[src/shared/homing_pkg.sv]
// Constants and types for the home-switch homing sequencer
package homing_pkg;
  localparam int SPEED_W = 15;
  localparam int METHOD_W = 7;
  localparam logic [SPEED_W-1:0] FAST_SPEED_RST = 15'h01F4;
  localparam logic [SPEED_W-1:0] SLOW_SPEED_RST = 15'h0064;
  localparam logic [METHOD_W-1:0] METHOD_RST = 7'h00;
  localparam logic [METHOD_W-1:0] METHOD_MAX = 7'h63;

  // Motion step end condition: what ends the step
  typedef enum logic [2:0] {
    END_HOME_HIGH = 3'h0,
    END_HOME_LOW = 3'h1,
    END_Z_ANY = 3'h2,
    END_Z_LOW = 3'h3,
    END_Z_HIGH = 3'h4
  } step_end_t;

  typedef enum logic [1:0] {
    ST_IDLE = 2'b00,
    ST_RUN = 2'b01,
    ST_DONE = 2'b11
  } seq_state_t;
endpackage

[src/core/home_switch_homing_sequencer.sv]
// Homing sequencer for methods 3 to 10 (home switch, positive limit, Z index)
`timescale 1ns/1ps
module home_switch_homing_sequencer #(
  parameter logic [homing_pkg::SPEED_W-1:0] FAST_DEFAULT = homing_pkg::FAST_SPEED_RST,
  parameter logic [homing_pkg::SPEED_W-1:0] SLOW_DEFAULT = homing_pkg::SLOW_SPEED_RST
) (
  input wire logic clk_i, // Control clock, 200 MHz
  input wire logic resetn_i, // Async reset, active low
  input wire logic drive_enabled_i, // Drive enabled; blocks method writes
  input wire logic cfg_we_i, // Configuration write strobe
  input wire logic [homing_pkg::METHOD_W-1:0] homing_method_select_i, // Method 0..99
  input wire logic [homing_pkg::SPEED_W-1:0] fast_search_speed_i, // First speed, rpm
  input wire logic [homing_pkg::SPEED_W-1:0] slow_search_speed_i, // Second speed, rpm
  input wire logic homing_trigger_i, // Trigger pin, rising edge starts
  input wire logic home_switch_i, // Home switch pin
  input wire logic pos_limit_i, // Positive limit switch pin
  input wire logic z_index_i, // Encoder Z index pin
  output logic motion_active_o, // Axis commanded to move
  output logic dir_forward_o, // 1 forward, 0 reverse
  output logic [homing_pkg::SPEED_W-1:0] speed_cmd_o, // Commanded speed, rpm
  output logic zero_latch_o, // One-cycle pulse at zero point
  output logic homing_done_o, // Homing complete, held till retrigger
  output logic method_ok_o, // Stored method is one this block runs
  output logic [homing_pkg::METHOD_W-1:0] method_o // Stored method
);
  import homing_pkg::*;

  logic trig_rise;
  logic home_lvl;
  logic home_rise;
  logic lim_lvl;
  logic z_rise;

  edge_sync u_trig (
    .clk_i(clk_i),
    .resetn_i(resetn_i),
    .pin_i(homing_trigger_i),
    .level_o(),
    .rise_o(trig_rise)
  );
  edge_sync u_home (
    .clk_i(clk_i),
    .resetn_i(resetn_i),
    .pin_i(home_switch_i),
    .level_o(home_lvl),
    .rise_o(home_rise)
  );
  edge_sync u_lim (
    .clk_i(clk_i),
    .resetn_i(resetn_i),
    .pin_i(pos_limit_i),
    .level_o(lim_lvl),
    .rise_o()
  );
  edge_sync u_z (
    .clk_i(clk_i),
    .resetn_i(resetn_i),
    .pin_i(z_index_i),
    .level_o(),
    .rise_o(z_rise)
  );

  // Configuration registers
  logic [METHOD_W-1:0] method_reg;
  logic [SPEED_W-1:0] fast_reg;
  logic [SPEED_W-1:0] slow_reg;
  wire method_wr = cfg_we_i & ~drive_enabled_i & (homing_method_select_i <= METHOD_MAX);
  logic method_ok_reg;
  wire [METHOD_W-1:0] method_next = method_wr ? homing_method_select_i : method_reg;
  // Flag follows the value the method register takes at this edge
  wire method_next_ok = (method_next >= 7'd3) && (method_next <= 7'd10);

  always_ff @(posedge clk_i or negedge resetn_i) begin
    if (!resetn_i) begin
      method_reg <= METHOD_RST;
      fast_reg <= FAST_DEFAULT;
      slow_reg <= SLOW_DEFAULT;
      method_ok_reg <= 1'b0;
    end else begin
      method_ok_reg <= method_next_ok;
      if (method_wr) begin
        method_reg <= homing_method_select_i;
      end
      if (cfg_we_i) begin
        fast_reg <= fast_search_speed_i;
        slow_reg <= slow_search_speed_i;
      end
    end
  end

  wire supported = (method_reg >= 7'd3) && (method_reg <= 7'd10);
  wire limit_method = (method_reg >= 7'd7) && (method_reg <= 7'd10);

  // A homing run is a short program of up to four steps. Each step holds
  // a direction, a speed choice (1 = slow) and an end condition. Steps
  // ending on a Z condition latch the zero point; others advance.
  typedef struct packed {
    logic fwd;
    logic slow;
    step_end_t fin;
  } step_t;

  typedef step_t prog_t [4];

  // Reset step, a constant so the async reset branch loads no logic
  localparam step_t STEP_RST = '{fwd: 1'b0, slow: 1'b0, fin: END_HOME_HIGH};

  function automatic step_t mk(input logic fwd, input logic slow, input step_end_t fin);
    step_t s;
    s.fwd = fwd;
    s.slow = slow;
    s.fin = fin;
    return s;
  endfunction

  // Program chosen by method and home level at trigger
  function automatic prog_t pick(input logic [METHOD_W-1:0] m, input logic hi);
    prog_t p;
    p[0] = mk(1'b0, 1'b1, END_Z_ANY);
    p[1] = p[0];
    p[2] = p[0];
    p[3] = p[0];
    unique case (m)
      7'd3: begin
        if (!hi) begin
          p[0] = mk(1'b1, 1'b0, END_HOME_HIGH);
          p[1] = mk(1'b0, 1'b1, END_Z_LOW);
        end else begin
          p[0] = mk(1'b0, 1'b1, END_Z_LOW);
        end
      end
      7'd4: begin
        if (!hi) begin
          p[0] = mk(1'b1, 1'b0, END_HOME_HIGH);
          p[1] = mk(1'b0, 1'b1, END_Z_ANY);
        end else begin
          p[0] = mk(1'b0, 1'b1, END_HOME_LOW);
          p[1] = mk(1'b1, 1'b0, END_HOME_HIGH);
          p[2] = mk(1'b0, 1'b1, END_Z_ANY);
        end
      end
      7'd5: begin
        if (hi) begin
          p[0] = mk(1'b1, 1'b1, END_Z_LOW);
        end else begin
          p[0] = mk(1'b0, 1'b0, END_HOME_HIGH);
          p[1] = mk(1'b1, 1'b1, END_Z_LOW);
        end
      end
      7'd6: begin
        if (hi) begin
          p[0] = mk(1'b1, 1'b1, END_HOME_LOW);
          p[1] = mk(1'b0, 1'b0, END_HOME_HIGH);
          p[2] = mk(1'b1, 1'b1, END_Z_ANY);
        end else begin
          p[0] = mk(1'b0, 1'b0, END_HOME_HIGH);
          p[1] = mk(1'b1, 1'b1, END_Z_ANY);
        end
      end
      7'd7: begin
        if (hi) begin
          p[0] = mk(1'b0, 1'b1, END_Z_LOW);
        end else begin
          p[0] = mk(1'b1, 1'b0, END_HOME_HIGH);
          p[1] = mk(1'b0, 1'b1, END_Z_LOW);
        end
      end
      7'd8: begin
        if (!hi) begin
          p[0] = mk(1'b1, 1'b0, END_HOME_HIGH);
          p[1] = mk(1'b1, 1'b1, END_Z_ANY);
        end else begin
          p[0] = mk(1'b0, 1'b1, END_HOME_LOW);
          p[1] = mk(1'b1, 1'b1, END_Z_HIGH);
        end
      end
      7'd9: begin
        if (!hi) begin
          p[0] = mk(1'b1, 1'b0, END_HOME_HIGH);
          p[1] = mk(1'b1, 1'b1, END_HOME_LOW);
          p[2] = mk(1'b0, 1'b1, END_Z_HIGH);
        end else begin
          p[0] = mk(1'b1, 1'b1, END_HOME_LOW);
          p[1] = mk(1'b0, 1'b1, END_Z_HIGH);
        end
      end
      7'd10: begin
        if (!hi) begin
          p[0] = mk(1'b1, 1'b0, END_HOME_HIGH);
          p[1] = mk(1'b1, 1'b1, END_Z_LOW);
        end else begin
          p[0] = mk(1'b1, 1'b1, END_Z_LOW);
        end
      end
      default: begin
        p[0] = mk(1'b0, 1'b1, END_Z_ANY);
      end
    endcase
    return p;
  endfunction

  // Limit reversal program, entered from the first fast forward step
  function automatic prog_t pick_lim(input logic [METHOD_W-1:0] m);
    prog_t p;
    p[0] = mk(1'b0, 1'b0, END_HOME_HIGH);
    p[1] = mk(1'b0, 1'b1, END_Z_LOW);
    p[2] = p[1];
    p[3] = p[1];
    unique case (m)
      7'd8: begin
        p[1] = mk(1'b0, 1'b0, END_HOME_LOW);
        p[2] = mk(1'b1, 1'b1, END_Z_HIGH);
      end
      7'd9: begin
        p[1] = mk(1'b0, 1'b1, END_Z_ANY);
      end
      7'd10: begin
        p[1] = mk(1'b1, 1'b1, END_Z_LOW);
      end
      default: begin
        p[1] = mk(1'b0, 1'b1, END_Z_LOW);
      end
    endcase
    return p;
  endfunction

  seq_state_t state_reg;
  prog_t prog_reg;
  logic [1:0] idx_reg;
  logic lim_used_reg;
  logic zero_reg;
  logic done_reg;

  wire step_t cur = prog_reg[idx_reg];
  wire on_fast_fwd = cur.fwd & ~cur.slow & (idx_reg == 2'd0);

  // Limit only diverts the first fast forward step while home is low
  wire lim_hit = limit_method & ~lim_used_reg & on_fast_fwd & lim_lvl & ~home_lvl;

  logic step_end;
  always_comb begin
    step_end = 1'b0;
    unique case (cur.fin)
      END_HOME_HIGH: step_end = home_rise | home_lvl;
      END_HOME_LOW: step_end = ~home_lvl;
      END_Z_ANY: step_end = z_rise;
      END_Z_LOW: step_end = z_rise & ~home_lvl;
      END_Z_HIGH: step_end = z_rise & home_lvl;
      default: step_end = 1'b0;
    endcase
  end

  wire is_z_step = (cur.fin == END_Z_ANY) || (cur.fin == END_Z_LOW) || (cur.fin == END_Z_HIGH);
  wire start = trig_rise & supported;

  prog_t start_prog;
  prog_t lim_prog;
  always_comb begin
    start_prog = pick(method_reg, home_lvl);
    lim_prog = pick_lim(method_reg);
  end

  always_ff @(posedge clk_i or negedge resetn_i) begin
    if (!resetn_i) begin
      state_reg <= ST_IDLE;
      prog_reg <= '{STEP_RST, STEP_RST, STEP_RST, STEP_RST};
      idx_reg <= 2'd0;
      lim_used_reg <= 1'b0;
      zero_reg <= 1'b0;
      done_reg <= 1'b0;
    end else begin
      zero_reg <= 1'b0;
      if (start) begin
        // Retrigger restarts from any state and clears completion
        prog_reg <= start_prog;
        idx_reg <= 2'd0;
        lim_used_reg <= 1'b0;
        done_reg <= 1'b0;
        state_reg <= ST_RUN;
      end else begin
        unique case (state_reg)
          ST_IDLE: begin
            state_reg <= ST_IDLE;
          end
          ST_RUN: begin
            if (lim_hit) begin
              prog_reg <= lim_prog;
              idx_reg <= 2'd0;
              lim_used_reg <= 1'b1;
            end else if (step_end && is_z_step) begin
              zero_reg <= 1'b1;
              done_reg <= 1'b1;
              state_reg <= ST_DONE;
            end else if (step_end) begin
              idx_reg <= idx_reg + 2'd1;
            end
          end
          ST_DONE: begin
            state_reg <= ST_DONE;
          end
          default: begin
            state_reg <= ST_IDLE;
          end
        endcase
      end
    end
  end

  // Step in force after this edge, so direction and speed do not lag a
  // step change by a cycle
  wire in_run = (state_reg == ST_RUN);
  wire [1:0] step_inc = idx_reg + 2'd1;
  step_t nxt;
  always_comb begin
    nxt = cur;
    if (start) begin
      nxt = start_prog[0];
    end else if (in_run && lim_hit) begin
      nxt = lim_prog[0];
    end else if (in_run && step_end && !is_z_step) begin
      nxt = prog_reg[step_inc];
    end
  end

  // Output flops; speed follows live settings so edits act at once
  logic active_reg;
  logic fwd_reg;
  logic [SPEED_W-1:0] speed_reg;
  wire run_next = (state_reg == ST_RUN) & ~(step_end & is_z_step) | start;

  always_ff @(posedge clk_i or negedge resetn_i) begin
    if (!resetn_i) begin
      active_reg <= 1'b0;
      fwd_reg <= 1'b0;
      speed_reg <= '0;
    end else begin
      active_reg <= run_next;
      fwd_reg <= nxt.fwd;
      speed_reg <= run_next ? (nxt.slow ? slow_reg : fast_reg) : '0;
    end
  end

  assign motion_active_o = active_reg;
  assign dir_forward_o = fwd_reg;
  assign speed_cmd_o = speed_reg;
  assign zero_latch_o = zero_reg;
  assign homing_done_o = done_reg;
  assign method_o = method_reg;
  assign method_ok_o = method_ok_reg;
endmodule

[src/core/edge_sync.sv]
// Two-stage synchroniser for one pin input, with rise detect
`timescale 1ns/1ps
module edge_sync (
  input wire logic clk_i, // Control clock
  input wire logic resetn_i, // Async reset, active low
  input wire logic pin_i, // Asynchronous pin
  output logic level_o, // Synchronised level
  output logic rise_o // One-cycle pulse on rising edge
);
  logic meta_reg;
  logic sync_reg;
  logic last_reg;

  always_ff @(posedge clk_i or negedge resetn_i) begin
    if (!resetn_i) begin
      meta_reg <= 1'b0;
      sync_reg <= 1'b0;
      last_reg <= 1'b0;
    end else begin
      meta_reg <= pin_i;
      sync_reg <= meta_reg;
      last_reg <= sync_reg;
    end
  end

  assign level_o = sync_reg;
  assign rise_o = sync_reg & ~last_reg;
endmodule

[config.mk]
export PLATFORM = sky130hd
export DESIGN_NAME = home_switch_homing_sequencer
export DESIGN_NICKNAME = d
export VERILOG_FILES = /design/src/shared/homing_pkg.sv /design/src/core/home_switch_homing_sequencer.sv /design/src/core/edge_sync.sv
export SDC_FILE = /design/constraint.sdc
export NUM_CORES = 1
export LEC_CHECK = 0
export ABC_AREA = 1
export BUFFER_PORTS_ARGS = -buffer_cell sky130_fd_sc_hd__buf_2
export CAP_MARGIN = 20
export CORE_MARGIN = 4
export CORE_UTILIZATION = 39
export DETAILED_ROUTE_END_ITERATION = 16
export GPL_TIMING_DRIVEN = 1
export PLACE_DENSITY = 0.6
export REMOVE_ABC_BUFFERS = 1
export SLEW_MARGIN = 10
export SYNTH_ARGS = -nofsm -noshare
export SYNTH_HDL_FRONTEND = slang
export SYNTH_SLANG_ARGS = --single-unit
[constraint.sdc]
create_clock -name clk_i -period 3.3 [get_ports clk_i]
set_clock_uncertainty 0.15 [all_clocks]
set_input_delay 0.495 -clock clk_i [delete_from_list [all_inputs] [get_ports clk_i]]
set_output_delay 0.495 -clock clk_i [all_outputs]
set_load 0.005 [all_outputs]
==> qor.csv, run 1 <==
stage,metric,value,unit
run_status,status,"complete, no violations",
yosys,syn-instance-count,460,
sta,max_freq,384,MHz
finish,postLayoutCellArea,4700,sq um
hold_path,whs_path_depth,1,
hold_path,hold_start,z_index_i,
power_and_ir_drop,max-vdd-ir-drop,0.000332,V
detailed_routing,routed_wl,9.03,mm
yosys,ys_ff_latch,86,
finish,final_cells,669,
cts,clk_pin_slew,80,ps
finish,final_nets,577,
cts,post_cts_buffers,0,
cts,h-tree-depth,3,
yosys,yosys.area_share.adder,0.00310,
power_and_ir_drop,leakagePower,2.46,nW
run,cap_violations,0,
yosys,synth.avg_cell_area,8.76,sq um
worst_setup_path,crit_arrival,2700,ps
hold_path,whs_endpoint,u_z.meta_reg$_DFF_PN0_,
detailed_routing,dr.pass1.iters,5,
cts,clock_path_buffers,2,
detailed_routing,wl_per_cell,13.5,microns
hold_path,min_path_type,in2reg,
finish,diodes,0,
sta,worstMarginPinSlew,467,ps
yosys,synth_edf_count,0,
cts,clkLatencyLatePin,350,ps
worst_setup_path,crit_fanout,30,
floorplan,ios,72,
sta,setup_viol,0,
floorplan,fp-row-count,36,
yosys,ys_types,37,
worst_setup_path,r2r-start,idx_reg[0]$_DFFE_PN0P_,
yosys,synthMuxAreaShare,0.0419,
yosys,synth_compound_area_frac,0.115,
detailed_routing,drt_iter0_markers,185,
sta,finalSetupTns,0,ps
sta,rsz0062_at_grt,false,
yosys,synthSimpleGateAreaFrac,0.212,
cts,clock_sinks,86,
yosys,seq_area_frac_synth,0.537,
grt,grt_antenna_before_repair,1,
place,globalplace.congestion,0.904,
worst_setup_path,start_kind,flop,
place,dp.cells,651,
floorplan,die_h,110,microns
worst_setup_path,reg2reg_to,speed_cmd_o[13]$_DFF_PN0_,
worst_setup_path,critical_path_class,reg2reg,
grt,track_usage,0.163,
grt,grt_max_degree,85,
grt,grt_pass1_vias,3108,
cts,cts_root_buf,clkbuf_8,
sta,finalCritPeriodShare,0.790,
worst_setup_path,r2r_cells,14,
floorplan,start_util,0.407,
worst_setup_path,r2r_setup_slack,690,ps
detailed_routing,drc_errors,0,
yosys,synth_top_family_by_area,simple AND/OR/NAND/NOR gates,
sta,relSlewSlack,0.684,
yosys,syn_area,4030,sq um
sta,period_needed,2610,ps
detailed_routing,vias,3231,
finish,final_layout_size_suffix_gt1_frac,0.276,
yosys,synth-xor-area-share,0,
worst_setup_path,endpoint_kind,flop,
cts,cts_tree,done,
yosys,ys_warn_count,0,
finish,area_delta_synth_final,16.6,%
grt,grt_first_pass_wirelength,15.3,mm
power_and_ir_drop,cellPowerDensity,774,nW/um^2
floorplan,dieArea,12000,sq um
detailed_routing,vias_per_cell,4.83,
cts,cts_made_buffers,9,
place,numPortBuffers,71,
place,placed_cell_area,4470,sq um
sta,finalHoldViolations,0,
worst_setup_path,cp_data_required_time,3390,ps
yosys,async_reset_ff_frac,1.00,
floorplan,die_w,110,microns
floorplan,coreArea,9910,sq um
place,hpwl,6.48,mm
detailed_routing,detail-route-antenna-nets,0,
sta,maxSlewViolCount,0,
yosys,ys.flop_type,dfrtp_1,
grt,overflow,0,
[routing by layer]
| metal | part of all wire | global-route usage | up-vias | wire, microns |
|---|---|---|---|---|
| li1 | - | - | 1616 | - |
| met1 | 0.48 | 0.238 | 1526 | 4320 |
| met2 | 0.46 | 0.238 | 79 | 4160 |
| met3 | 0.053 | 0.0405 | 8 | 479 |
| met4 | 0.0065 | 0.0481 | 2 | 59 |
| met5 | 0.00078 | 0 | - | 7 |
[cell usage in the layout (no fill, tap or decap), types with 4 or more instances in the layout]
master and count:
mux2_2 15, buf_4 7, nand2_2 8, o21ai_0 32, nor2_1 39, nand2_1 97
nand3_1 29, clkbuf_8 9, a21oi_1 29, nand4_1 4, o21ai_1 9, buf_2 70
dfrtp_1 77, nor2_2 4, inv_1 49, inv_2 9, dfstp_2 9, nor3_1 5
nand3_2 5
[cells by family after synthesis]
kind of cell | count (synthesis)
and+or+nand+nor | 194
AOI/OAI and AO/OA | 84
adders and majority gates | 1
buffers and inverters | 80
DFF | 86
muxes | 15
[worst max-delay path by stage]
stage | start | to | slack [ps]
after CTS | idx_reg[0]$_DFFE_PN0P_ | speed_cmd_o[13]$_DFF_PN0_ | 730
after floorplan | method_o[5]$_DFF_PN0_ | speed_cmd_o[0]$_DFF_PN0_ | 950
final | idx_reg[0]$_DFFE_PN0P_ | speed_cmd_o[13]$_DFF_PN0_ | 690
after global routing | idx_reg[0]$_DFFE_PN0P_ | speed_cmd_o[14]$_DFF_PN0_ | 440
after detailed placement | idx_reg[0]$_DFFE_PN0P_ | speed_cmd_o[13]$_DFF_PN0_ | 730
after global placement | idx_reg[0]$_DFFE_PN0P_ | speed_cmd_o[9]$_DFF_PN0_ | 810
[Yosys cell counts, types with 6 or more instances]
cell type  count  area share
inv_2          9      0.0084
inv_1         49       0.046
nand3_1       29       0.036
nor2_1        39       0.036
nand2_2        8       0.012
o21ai_1        9       0.011
mux2_2        15       0.042
dfrtp_1       77        0.48
nand2_1       97       0.090
o21ai_0       32       0.040
buf_6          7       0.020
a21oi_1       29       0.036
dfstp_2        9       0.059
clkbuf_1       6      0.0056
[report_power, final]
part | total (mW) | switching, mW | internal [mW]
logic | 1.46 | 0.927 | 0.536
registers | 1.44 | 0.141 | 1.30
clock network | 0.740 | 0.388 | 0.351
total | 3.64 | 1.46 | 2.18
[layout make-up]
type / count / area (sq um)
flip-flops and latches: 86 / 2160
clock inverters: 7 / 72.6
repair buffers: 79 / 440
well taps: 133 / 166
fillers: 995 / 5210
inverters: 61 / 231
clock buffers: 9 / 124
multi-input cells: 294 / 1500
[worst max-delay path: stages, from the launching register on]
cell,delay [ps]
dfrtp_1,590
inv_2,200
nand2_1,120
nand2_1,70
nand2_2,80
nand2_2,80
o21ai_1,190
nand2_1,90
nor2_2,180
nand3_1,110
nand3_2,80
buf_4,300
nand3_1,130
nand2_1,80
nor2_1,40
[timing repair]
| item | in CTS | in global routing |
|---|---|---|
| hold endpoints to repair | 0 | 32 |
| resized for setup | 0 | 0 |
| hold buffers | 0 | 1 |
[through the flow]
| step | power, mW | setup slack, ps | hold slack (ps) | util |
|---|---|---|---|---|
| floorplan | 2.45 | 950 | 49.4 | - |
| global placement | 2.88 | 806 | 184 | 0.451 |
| detailed placement | 2.93 | 731 | 186 | 0.451 |
| CTS | 3.67 | 726 | 82.6 | 0.470 |
| global route | 3.96 | 436 | 70.6 | 0.474 |
| finish | 3.64 | 693 | 100 | 0.474 |
Power figures use the tool's default switching activity.
==> run 2: changes to the inputs <==
Settings changed: ABC_AREA 1 to 0.
Clock period 3.3 ns to 2.7 ns, I/O delays scaled along.
==> qor.csv, run 2 <==
stage,metric,value,unit,change
yosys,async_reset_ff_frac,1.00,,unchanged
sta,finalSetupTns,0,ps,unchanged
grt,grt_max_degree,50,,-41%
yosys,syn-instance-count,337,,-27%
sta,setup_slack,56.5,ps,-636 ps
worst_setup_path,worst_path_largest_cell_delay,550,ps,-40 ps
cts,cts_made_buffers,9,,unchanged
worst_setup_path,critical_path_class,reg2reg,,
sta,maxSlewViolCount,0,,unchanged
cts,clock_sinks,86,,unchanged
grt,grt_pass1_vias,2804,,-9.8%
floorplan,dieArea,11600,sq um,-3.3%
yosys,synth_top_area_share,0.496,,+0.0179
sta,relSlewSlack,0.575,,-0.109
yosys,synthTopCellsByCount,"dfrtp_1 (77), nand2_1 (40), mux2_2 (35)",,
run,cap_violations,0,,unchanged
detailed_routing,vias,2858,,-12%
floorplan,start_util,0.399,,-0.00739
detailed_routing,vias_per_cell,5.02,,+4.0%
yosys,ys_ff_latch,86,,unchanged
sta,period_needed,2640,ps,+36.4 ps
sta,finalCritPeriodShare,0.979,,+0.189
detailed_routing,dr.pass1.iters,4,,-1
cts,cts_root_buf,clkbuf_8,,
yosys,synth_edf_count,0,,unchanged
worst_setup_path,crit_arrival,2780,ps,+80 ps
yosys,ys_types,53,,+43%
floorplan,die_w,108,microns,-1.7%
sta,finalHoldViolations,0,,unchanged
place,hpwl,5.96,mm,-8.0%
run_status,status,"complete, no violations",,
place,dp_slack,32.7,ps,-699 ps
hold_path,min_path_type,in2reg,,
place,numPortBuffers,71,,unchanged
finish,diodes,0,,unchanged
floorplan,ios,72,,unchanged
cts,clkLatencyLatePin,370,ps,+20 ps
power_and_ir_drop,finalPower,4.63,mW,+27%
yosys,synth_most_common_cell,dfrtp_1,,
yosys,synth.avg_cell_area,11.5,sq um,+32%
yosys,synth_top_area_cell,dfrtp_1,,
grt,grt_first_pass_wirelength,13.8,mm,-9.3%
finish,layout_common_cells,"dfrtp_1 (75), buf_2 (70), nand2_1 (40)",,
yosys,syn_area,3880,sq um,-3.6%
grt,overflow,0,,unchanged
worst_setup_path,crit_buf_inv,1,,-1
worst_setup_path,critPathSlowestCell,mux4_2,,
sta,worstMarginPinSlew,637,ps,+170 ps
detailed_routing,detail-route-antenna-nets,0,,unchanged
grt,track_usage,0.152,,-0.0104
finish,final_layout_size_suffix_gt1_frac,0.392,,+0.116
detailed_routing,routed_wl,8.62,mm,-4.5%
finish,area_delta_synth_final,24.3,%,
sta,whs,112,ps,+11.8 ps
finish,final_nets,477,,-17%
cts,cts_tree,done,,
grt,grt_antenna_before_repair,0,,-1
cts,h-tree-depth,3,,unchanged
worst_setup_path,crit_family,multiplexers,,
power_and_ir_drop,max-vdd-ir-drop,0.000548,V,+65%
floorplan,die_h,108,microns,-1.7%
detailed_routing,wl_per_cell,15.1,microns,+12%
yosys,ys.flop_type,dfrtp_1,,
worst_setup_path,r2r_setup_slack,60,ps,-640 ps
sta,setup_viol,0,,unchanged
sta,max_freq,378,MHz,-1.4%
cts,clock_path_buffers,2,,unchanged
detailed_routing,drc_errors,0,,unchanged
finish,final_util,0.496,,+0.0219
place,globalplace.congestion,0.913,,+1.0%
floorplan,fp-row-count,36,,unchanged
yosys,ys_warn_count,0,,unchanged
worst_setup_path,crit_fanout,7,,-77%
worst_setup_path,path_cells,"mux4_2, xnor2_2, or3_4, o311a_4, a21oi_4, clkbuf_16, mux2i_1",,
cts,clk_pin_slew,100,ps,+20 ps
yosys,seq_area_frac_synth,0.557,,+0.0201
floorplan,coreArea,9730,sq um,-1.8%
worst_setup_path,endpoint_kind,flop,,
worst_setup_path,cp_data_required_time,2830,ps,-560 ps
power_and_ir_drop,leakagePower,2.24,nW,-8.9%
detailed_routing,drt_iter0_markers,144,,-22%
worst_setup_path,start_kind,flop,,
yosys,synthTopCellsByArea,"dfrtp_1 (50%), mux2_2 (10%), dfstp_2 (6.1%), mux2i_1 (4.9%), nand2_1 (3.9%)",,
power_and_ir_drop,cellPowerDensity,959,nW/um^2,+24%
finish,layout_commonest_cell,dfrtp_1,,
## run 2: through the flow
stage	instance area (sq um)	std cells
global route	4830	569
global placement	4500	543
detailed placement	4500	543
floorplan	3780	317
finish	4830	569
CTS	4750	564
## run 2: path summary, 6_finish.rpt
path	end	start	cells after the start
worst max-delay path	speed_cmd_o[7]$_DFF_PN0_	idx_reg[0]$_DFFE_PN0P_	7
worst min-delay path	fast_reg[14]$_DFFE_PN0P_	fast_search_speed_i[14]	2
worst max register to register	speed_cmd_o[7]$_DFF_PN0_	idx_reg[0]$_DFFE_PN0P_	7
worst min register to register	u_home.level_o$_DFF_PN0_	u_home.meta_reg$_DFF_PN0_	0
max in group asynchronous	fast_reg[6]$_DFFE_PN1P_	resetn_i	3
min in group asynchronous	speed_cmd_o[9]$_DFF_PN0_	resetn_i	2
## run 2: power by group
group	switching, mW	internal (mW)
Combinational	0.959	0.992
Clock	0.528	0.389
Sequential	0.169	1.59
Total	1.66	2.97
## run 2: kinds of logic after synthesis
family          share of synthesized area
fa+ha+maj                         0.00322
compound gates                     0.0928
simple gates                        0.133
buf+inv                            0.0370
xor+xnor                          0.00902
mux                                 0.168
flops                               0.557
## run 2: per-layer routing
metal	vias to the layer above	wire length [microns]	track usage
met1	1387	3710	0.191
met5	-	0	0
met2	88	4150	0.242
met3	11	633	0.0498
met4	0	122	0.0613
li1	1372	-	-
## run 2: repair_timing
action	in CTS	in global routing
gates resized for setup	0	4
endpoints found under the hold margin	50	0
endpoints found under the setup margin	0	16
setup buffers	0	4
hold buffers	5	0
## run 2: area by class of cell
type | instances | area, sq um
Multi-Input combinational cell | 220 | 1600
Sequential cell | 86 | 2170
Tap cell | 133 | 166
Clock inverter | 6 | 60.1
Fill cell | 945 | 4900
Clock buffer | 10 | 138
Inverter | 11 | 43.8
Timing Repair Buffer | 103 | 653
